--- src/vcpp_defines.svh ---
// constants of the video color pattern packer
`ifndef VCPP_DEFINES_SVH
`define VCPP_DEFINES_SVH
`define VCPP_TYPE_W      4
`define VCPP_TYPE_VIDEO  4'h0
`define VCPP_TYPE_CTRL   4'hF
`define VCPP_MIN_SYM_W   4
`define VCPP_DEF_BPS     8
`define VCPP_DEF_ROWS    3
`define VCPP_DEF_COLS    1
`define VCPP_PARITY_EVEN 1'b0
`endif

--- src/vcpp_pkg.sv ---
// types shared by the video color pattern packer
package vcpp_pkg;
   typedef enum logic [1:0] {
      VCPP_IDLE,
      VCPP_HDR,
      VCPP_BEAT
   } vcpp_state_t;

   typedef struct packed {
      logic sop;
      logic eop;
   } vcpp_delim_t;
endpackage

--- src/vcpp_packer.sv ---
// video color pattern packer: one pattern period in, header and column beats out
//
// Operation
// - symbol width equals bits per plane
// - symbols are at least four bits wide
// - pattern and packet type fixed per packet
// - rows parallel, columns give beats per video period
// - leftmost column goes out first
// - top row in most significant symbol
// - symbols per beat equals parallel samples
// - multi-pixel patterns share one plane
// - pixels per period equal name repeats
// - vertical pair: upper even, lower odd lines
// - 4:2:2 chroma alternates, luma every pixel
// - two-row 4:2:2 beat: luma plus chroma
// - parallel 10-bit planes share one word
// - sequential RGB sends blue, green, red
// - recommended pattern orders for compatibility
// - build-time planes parallel and in sequence
// - 4-bit type in lowest symbol first
// - video type zero, control type fifteen
// - pixels arrive and leave in raster order
`timescale 1ns/1ps
`include "vcpp_defines.svh"
module vcpp_packer #(
   parameter int BPS  = `VCPP_DEF_BPS,
   parameter int ROWS = `VCPP_DEF_ROWS,
   parameter int COLS = `VCPP_DEF_COLS,
   parameter bit [ROWS*COLS-1:0] VSUB_MASK = '0
) (
   input  wire logic                     clk_i,
   input  wire logic                     reset_i,
   input  wire logic                     in_valid_i,
   output logic                          in_ready_o,
   input  wire logic                     in_sop_i,
   input  wire logic                     in_eop_i,
   input  wire logic                     in_eol_i,
   input  wire logic [`VCPP_TYPE_W-1:0]  in_type_i,
   // the period word carries whatever pattern the user loads into it
   input  wire logic [ROWS*COLS*BPS-1:0] in_upper_i,
   input  wire logic [ROWS*COLS*BPS-1:0] in_lower_i,
   output logic                          out_valid_o,
   input  wire logic                     out_ready_i,
   output logic [ROWS*BPS-1:0]           out_data_o,
   output logic                          out_sop_o,
   output logic                          out_eop_o
);
   localparam int DW = ROWS*BPS;
   localparam int PW = ROWS*COLS*BPS;
   localparam int CW = (COLS > 1) ? $clog2(COLS) : 1;
   localparam logic [CW-1:0] COL_LAST = CW'(COLS-1);

   typedef struct packed {
      vcpp_pkg::vcpp_state_t  state;
      logic [CW-1:0]          col;
      logic [PW-1:0]          upper;
      logic [PW-1:0]          lower;
      logic [`VCPP_TYPE_W-1:0] ptype;
      logic                   eop;
      logic                   eol;
      logic                   odd_line;
      logic                   in_ready;
   } vcpp_main_t;

   vcpp_main_t st_r;
   vcpp_main_t st_nxt;

   logic                  accept_s;
   logic                  can_load_s;
   logic                  load_s;
   logic                  video_s;
   logic                  last_s;
   logic [DW-1:0]         beat_s;
   logic [DW-1:0]         word_s;
   vcpp_pkg::vcpp_delim_t delim_s;
   vcpp_pkg::vcpp_delim_t delim_q;

   assign accept_s = in_valid_i && st_r.in_ready;
   assign video_s  = (st_r.ptype == `VCPP_TYPE_VIDEO);
   // non-video packets carry one beat per period, column zero only
   assign last_s   = !video_s || (st_r.col == COL_LAST);
   assign load_s   = (st_r.state != vcpp_pkg::VCPP_IDLE) && can_load_s;

   vcpp_col_mux #(
      .BPS       (BPS),
      .ROWS      (ROWS),
      .COLS      (COLS),
      .CW        (CW),
      .VSUB_MASK (VSUB_MASK)
   ) u_mux (
      .upper_i    (st_r.upper),
      .lower_i    (st_r.lower),
      .col_i      (st_r.col),
      .odd_line_i (st_r.odd_line),
      .beat_o     (beat_s)
   );

   always_comb begin
      word_s      = beat_s;
      delim_s.sop = 1'b0;
      delim_s.eop = st_r.eop && last_s;
      if (st_r.state == vcpp_pkg::VCPP_HDR) begin
         // type in the lowest symbol, the rest of the beat cleared
         word_s      = '0;
         word_s[`VCPP_TYPE_W-1:0] = st_r.ptype;
         delim_s.sop = 1'b1;
         delim_s.eop = 1'b0;
      end
   end

   always_comb begin
      st_nxt = st_r;
      case (st_r.state)
         vcpp_pkg::VCPP_IDLE: begin
            if (accept_s) begin
               st_nxt.upper    = in_upper_i;
               st_nxt.lower    = in_lower_i;
               st_nxt.eop      = in_eop_i;
               st_nxt.eol      = in_eol_i;
               st_nxt.col      = '0;
               st_nxt.in_ready = 1'b0;
               if (in_sop_i) begin
                  st_nxt.ptype    = in_type_i;
                  st_nxt.odd_line = `VCPP_PARITY_EVEN;
                  st_nxt.state    = vcpp_pkg::VCPP_HDR;
               end else begin
                  st_nxt.state = vcpp_pkg::VCPP_BEAT;
               end
            end
         end
         vcpp_pkg::VCPP_HDR: begin
            if (load_s) begin
               st_nxt.state = vcpp_pkg::VCPP_BEAT;
            end
         end
         vcpp_pkg::VCPP_BEAT: begin
            if (load_s) begin
               if (last_s) begin
                  st_nxt.state    = vcpp_pkg::VCPP_IDLE;
                  st_nxt.in_ready = 1'b1;
                  if (st_r.eol) begin
                     st_nxt.odd_line = !st_r.odd_line;
                  end
               end else begin
                  st_nxt.col = st_r.col + CW'(1);
               end
            end
         end
         default: begin
            st_nxt.state    = vcpp_pkg::VCPP_IDLE;
            st_nxt.in_ready = 1'b1;
         end
      endcase
   end

   always_ff @(posedge clk_i) begin
      if (reset_i) begin
         st_r          <= '0;
         st_r.state    <= vcpp_pkg::VCPP_IDLE;
         st_r.in_ready <= 1'b1;
      end else begin
         st_r <= st_nxt;
      end
   end

   vcpp_out_reg #(
      .DW (DW)
   ) u_out (
      .clk_i      (clk_i),
      .reset_i    (reset_i),
      .load_i     (load_s),
      .data_i     (word_s),
      .delim_i    (delim_s),
      .ready_i    (out_ready_i),
      .can_load_o (can_load_s),
      .valid_o    (out_valid_o),
      .data_o     (out_data_o),
      .delim_o    (delim_q)
   );

   assign in_ready_o = st_r.in_ready;
   assign out_sop_o  = delim_q.sop;
   assign out_eop_o  = delim_q.eop;
endmodule

--- src/vcpp_col_mux.sv ---
// picks one pattern column and maps its rows onto the symbols of a beat
`timescale 1ns/1ps
module vcpp_col_mux #(
   parameter int BPS       = 8,
   parameter int ROWS      = 3,
   parameter int COLS      = 1,
   parameter int CW        = 1,
   parameter bit [ROWS*COLS-1:0] VSUB_MASK = '0
) (
   input  wire logic [ROWS*COLS*BPS-1:0] upper_i,
   input  wire logic [ROWS*COLS*BPS-1:0] lower_i,
   input  wire logic [CW-1:0]            col_i,
   input  wire logic                     odd_line_i,
   output logic      [ROWS*BPS-1:0]      beat_o
);
   // element (r,c) sits at index r*COLS+c counted from the msb of the input word
   for (genvar r = 0; r < ROWS; r++) begin : g_row
      logic [BPS-1:0] up_s;
      logic [BPS-1:0] lo_s;
      logic           vsub_s;
      always_comb begin
         up_s   = '0;
         lo_s   = '0;
         vsub_s = 1'b0;
         for (int c = 0; c < COLS; c++) begin
            if (col_i == CW'(c)) begin
               up_s   = upper_i[(ROWS*COLS-1-(r*COLS+c))*BPS +: BPS];
               lo_s   = lower_i[(ROWS*COLS-1-(r*COLS+c))*BPS +: BPS];
               vsub_s = VSUB_MASK[ROWS*COLS-1-(r*COLS+c)];
            end
         end
      end
      // top row lands in the most significant symbol
      assign beat_o[(ROWS-1-r)*BPS +: BPS] = (vsub_s && odd_line_i) ? lo_s : up_s;
   end
endmodule

--- src/vcpp_out_reg.sv ---
// output beat register that holds its beat until the sink takes it
`timescale 1ns/1ps
module vcpp_out_reg #(
   parameter int DW = 24
) (
   input  wire logic                 clk_i,
   input  wire logic                 reset_i,
   input  wire logic                 load_i,
   input  wire logic [DW-1:0]        data_i,
   input  wire vcpp_pkg::vcpp_delim_t delim_i,
   input  wire logic                 ready_i,
   output logic                      can_load_o,
   output logic                      valid_o,
   output logic [DW-1:0]             data_o,
   output vcpp_pkg::vcpp_delim_t     delim_o
);
   typedef struct packed {
      logic                  valid;
      logic [DW-1:0]         data;
      vcpp_pkg::vcpp_delim_t delim;
   } vcpp_oreg_t;

   vcpp_oreg_t st_r;
   vcpp_oreg_t st_nxt;

   assign can_load_o = !st_r.valid || ready_i;

   always_comb begin
      st_nxt = st_r;
      if (load_i && can_load_o) begin
         st_nxt.valid = 1'b1;
         st_nxt.data  = data_i;
         st_nxt.delim = delim_i;
      end else if (ready_i) begin
         st_nxt.valid = 1'b0;
      end
   end

   always_ff @(posedge clk_i) begin
      if (reset_i) begin
         st_r <= '0;
      end else begin
         st_r <= st_nxt;
      end
   end

   assign valid_o = st_r.valid;
   assign data_o  = st_r.data;
   assign delim_o = st_r.delim;
endmodule

--- config.mk ---
export PLATFORM = sky130hd
export DESIGN_NAME = vcpp_packer
export DESIGN_NICKNAME = d
export VERILOG_FILES = /design/src/vcpp_pkg.sv /design/src/vcpp_packer.sv /design/src/vcpp_col_mux.sv /design/src/vcpp_out_reg.sv
export VERILOG_INCLUDE_DIRS = /design/src
export SDC_FILE = /design/constraint.sdc
export NUM_CORES = 1
export LEC_CHECK = 0
export ABC_AREA = 1
export ABC_CLOCK_PERIOD_IN_PS = 3400
export BUFFER_PORTS_ARGS = -buffer_cell sky130_fd_sc_hd__clkbuf_2
export CAP_MARGIN = 30
export CORE_MARGIN = 5
export CORE_UTILIZATION = 30
export CTS_BUF_LIST = sky130_fd_sc_hd__clkbuf_8 sky130_fd_sc_hd__clkbuf_16
export DETAILED_ROUTE_END_ITERATION = 10
export PLACE_DENSITY = 0.54
export RECOVER_POWER = 100
export SLEW_MARGIN = 20
export SYNTH_ARGS = -nofsm -noshare
export SYNTH_HDL_FRONTEND = slang
export SYNTH_SLANG_ARGS = --single-unit
--- constraint.sdc ---
create_clock -name clk_i -period 3.4 [get_ports clk_i]
set_clock_uncertainty 0.05 [all_clocks]
set_input_delay 0 -clock clk_i [delete_from_list [all_inputs] [get_ports clk_i]]
set_output_delay 0 -clock clk_i [all_outputs]
set_load 0.1 [all_outputs]
Word-level counts from Yosys, hierarchy flattened
Index checks and enable logic that the tools add are counted.
Widths: inputs -> output; s select.

operators by class
  equality and inequality tests = 9
  multiplexer cells = 22
  magnitude comparators = 0
  shift operators = 0
  div/mod/pow operators = 0
  bitwise gates (word level) = 2
  reduce and logical (&&, ||, !) cells = 20
  multipliers = 0
  add/subtract/negate cells = 1

operators by type and width
  cell                count
  $mux 59             1
  $mux 24             1
  $mux 8              3
  $mux 2              6
  $reduce_and 4->1    3
  $ne 2x2->1 const B  5
  $pmux 2 s3          1
  $reduce_and 6->1    1
  $reduce_bool 2->1   3
  $mux 1              5
  $logic_and 1x1->1   4
  $logic_not 4->1     1
  $mux 4              1
  $ne 2x1->1 const B  2
  $pmux 1 s2          2
  $logic_not 1->1     3
  $mux 3              1
  $pmux 1 s3          1
  $reduce_and 3->1    1
  $eq 2x1->1 const B  1
  $eq 2x2->1 const B  1
  $logic_not 2->1     1
  $logic_or 1x1->1    2
  $not 1->1           2
  other kinds (2)     2

word-level totals
  output and inout port bits = 28
  bits in registers = 86
  RAM bits = 0
  memories kept = 0
  latch bits = 0
  input bits = 59
  logic and storage cells = 67
  bits in read-only memories = 0

Longest topological paths before layout
  word-level depth = 6
  gate-level depth with buffers = 8
  depth with buffers taken out = 8

Modules after synthesis
A second synthesis with hierarchy kept.

second synthesis, totals
  cell total of the unflattened synthesis = 567
  area, all modules = 3816.2 um^2

modules (own cells, without submodules)
  module        area each (um^2)  cells each  instances  seq. area each (um^2)
  vcpp_packer   2356.0            342         1          1181.1
  vcpp_out_reg  1257.5            175         1          540.5
  vcpp_col_mux  202.7             50          1          0.0

Worst setup path after synthesis
Ideal clock, no wire load.

  path kind = flip-flop to flip-flop
  start = register st_r, in the netlist in_ready_o
  end = register st_r[39] in the netlist's numbering
  arrival time = 1.850 ns
  cell stages (with the launch flop) = 7
  path slack = 1.384 ns
  data required time = 3.234 ns
  path buffers = 1
  library setup time = 0.116 ns
  clock period less this slack = 2.016 ns
  cells stage by stage = dfxtp_1 -> nand2_1 -> nor2_8 -> inv_4 -> buf_4 -> nor2_1 -> nor2_1

on the way
  longest elaborated chain between the ends = 2

RTL lines
  item                               line                text
  from (decl)                        vcpp_packer.sv:65   vcpp_main_t st_r;
  from (signal assigned)             vcpp_packer.sv:162  st_r <= st_nxt;
  $logic_and 1x1->1                  vcpp_packer.sv:78   assign accept_s = in_valid_i && st_r.in_ready;
  $reduce_and 2->1 (no source line)  --

Every way passes these cells.
A chain may end at the register's enable or synchronous reset.

==> parameters.txt <==
Parameter                              Value

Status
  Outcome    finished, final reports clean

Place
  HPWL after DPL    3772 um
  Input/output buffers    approximately 60
  Total instance count after detailed placement    437
  Post-placement setup slack    1.815 ns
  Final weighted congestion in routability-driven placement    0.8573
  Post-placement cell area    between 0.002 and 0.003 mm2

Pwr
  Net load switching power    around 1.5 mW
  Leakage power    1.355 nW
  Relative contribution of the clock network to total power    0.255
  Final total power    about 3.1 mW
  Switching power share of the total    0.4743
  Maximum VDD drop    between 400 and 500 uV
  Sequential share of power    0.316
  Power per cell area    approximately 1000 mW/mm2
  Int Pwr    roughly 1.6 mW
  Fraction of power consumed by combinational cells    0.428

GRT
  Vias in the first global route    between 2,000 and 2,500
  Overall track demand over capacity in global routing    0.1358
  Global-route wire length before repair    between 10,000 and 15,000 um
  Antenna violations before repair    0
  Maximum number of pins on one net before global-route repair    55
  GRT overflow    0

Worst setup path
  Count of buffering cells on the critical path with inverters included    3
  Worst setup path start    reset_i
  Cell family with most CP delay    buffers and inverters
  Chain of cells forming the critical path    dlygate4sd3_1, clkbuf_1, inv_1, o21ai_0, a21oi_1
  WS Path Type    primary input to register
  Data required, critical path    3.60 ns
  Endpoint kind of the worst setup timing path    register
  Crit Reg-Reg Startpoint    st_r[57]$_SDFFE_PP0P_
  Element type at the critical path start    primary input
  Longest individual stage delay on the worst path    1.02 ns
  Worst Path Arrival    2.18 ns
  Critical Path Fanout Max    54
  Critical path's slowest cell    inv_1

STA
  Post-layout worst setup margin    approximately 1.4 ns
  Transition time at the pin with the least slew margin    around 1.4 ns
  Maximum achievable frequency    slightly above 0.5 GHz
  Total of endpoints with negative setup slack in the final report    0
  Worst hold margin    approximately 0.039 ns
  Clock period minus worst slack    1.978 ns
  Pins over their slew limit    0
  Final hold violations    0
  Unrepaired setup endpoints after global routing    no
  Relative max-transition margin    0.08792
  Fraction of the cycle the final worst path needs    0.5819
  Setup TNS    0 ns

Floorplan
  Core Area    ~0.0073 mm2
  Die Footprint    around 0.0094 mm2
  Width of the chip    slightly below 100 um
  Height of the die    between 90 and 100 um
  Top Ports    slightly below 90
  Effective utilization at floorplan    0.3107
  Site row count    31

Clock network
  CTS tree    done
  Number of clock sinks seen by CTS    60
  Clock-pin slew reported for the worst setup and hold paths after clock tree synthesis    about 0.070 ns
  Root buf cell    clkbuf_8
  Bufs on Longest Clock Path    2
  Buffers inserted during post-CTS setup optimization    0
  H-tree depth    3
  Latest clock arrival within the worst-skew pair    0.32 ns
  Number of buffers added by the clock tree synthesis step    9
  Post-CTS resize count    0

Finish
  Net count reported at finish    439
  Final antenna diode count    0
  Finished Layout Cells    about 480
  Final core area utilization    0.4293
  Finished Cell Area    0.003131 mm2
  Area delta synth->final    38.16%
  Proportion of layout cells with a drive suffix above 1    0.1481

Yosys
  Library cell with the highest instance count after synthesis    nor2_1
  Unique masters post-synth    20
  #FFs+latches synth    60
  Commonest register cell after synthesis    dfxtp_1
  Synthesized Nets    350
  Dominant cells by area after synthesis    dfxtp_1 53%, nor2_1 14%, o21ai_0 8.0%
  Share of synthesized cell area in and, or, nand and nor gates    0.2137
  Combinational family with the most area after synthesis    simple AND/OR/NAND/NOR gates
  Cell types with the highest counts after synthesis    84 x nor2_1, 60 x dfxtp_1, 36 x o21ai_0
  Mean instance size in the synthesized netlist    7.787 um2
  Synth warn    0
  Post-synthesis compound-gate area fraction    0.1922
  Fraction of registers with async set/reset    0
  Fraction of synthesized cell area in xor and xnor cells    0
  Count of mapped cells out of synthesis    ~290
  Seq/Total Area, Yosys    0.5301
  Mux cell area share after synthesis    0
  Number of enable-type register cells in the synthesized netlist    0
  Most area-hungry cell type in the Yosys netlist    dfxtp_1
  Adder-cell share of the synthesized area    0
  Top cell type's share of synthesized area    0.5301
  Summed instance area of the synthesized netlist    around 0.0023 mm2

Run
  Max-cap violation count    0

Detailed routing
  Length of the first detailed-routing pass in iterations    4
  Iteration-0 DRC count of the detailed router    ~70
  Mean routed wirelength per cell    between 10 and 15 um
  Antenna-violating nets left    0
  Total via count in the routed design    2,217
  Post-detailed-route DRC marker count    0
  Average vias per placed instance    ~4.6
  Final routed wirelength across all metal layers    around 6200 um

Hold path
  Worst hold path class    primary input to register
  Worst hold path startpoint    out_ready_i
-- path summary, 6_finish.rpt --
path	to	slack, ns	cells past startpoint
worst max-delay path	st_r[35]$_SDFFE_PP0P_	1.42	5
worst min-delay path	u_out.valid_o$_SDFFE_PP0P_	0.04	4
worst max register to register	u_out.data_o[3]$_SDFFE_PP0P_	1.64	6
worst min register to register	u_out.delim_o[0]$_SDFFE_PP0P_	0.41	2
-- state kept, by name, indices dropped and copies added, names as in the netlist --
signal / cells
in_ready_o: 1
st_r: 32
u_out.data_o: 24
u_out.delim_o: 2
u_out.valid_o: 1
-- cell usage in the layout, fill, tap and decap left out, types with 2 or more instances in the layout --
cell type      instances
dlygate4sd3_1         31
o21ai_0               57
inv_2                  3
bufinv_16              3
a21oi_1               30
nand2_2                2
clkbuf_8              11
nand2_1               19
nand3_1                7
dfxtp_1               60
clkbuf_2              32
clkbuf_1              29
nor2_1                84
inv_1                  8
-- routing by layer --
metal | GRT usage | vias to the layer above | wire length, um
met2 | 0.2128 | 68 | 2771
met4 | 0.05400 | 0 | 83
met5 | 0 | - | 0
li1 | - | 1136 | -
met1 | 0.1742 | 1005 | 3048
met3 | 0.04101 | 8 | 312
-- logic make-up after synthesis --
kind of cell           Yosys count
and+or+nand+nor                116
AOI/OAI and AO/OA               87
DFF                             60
buffers and inverters           28
-- final cells by class --
type                    instances  area, um2
fillers                       791       4161
flip-flops and latches         60       1201
multi-input cells             203      912.1
repair buffers                 93      586.8
clock buffers                  11      151.4
well taps                      99      123.9
clock inverters                 5      98.84
inverters                      13      56.30
-- what timing repair did --
item                       in CTS  in global routing
hold endpoints to repair       36                  0
hold buffers                   31                  0
setup endpoints to repair       0                  0
-- worst min-delay path, cell delays in order --
cell and delay (ns):
clkbuf_2 0.07, inv_1 0.03, nand2_1 0.16, a21oi_1 0.10
-- power by group through the flow --
stage / clock network [mW] / logic [mW] / registers, mW
global route: 0.847 / 1.42 / 1.00
CTS: 0.816 / 1.38 / 0.986
global placement: 0 / 1.34 / 0.999
detailed placement: 0 / 1.35 / 0.999
finish: 0.793 / 1.33 / 0.981
floorplan: 0 / 0.444 / 1.69
(Power assumes the default switching activity.)
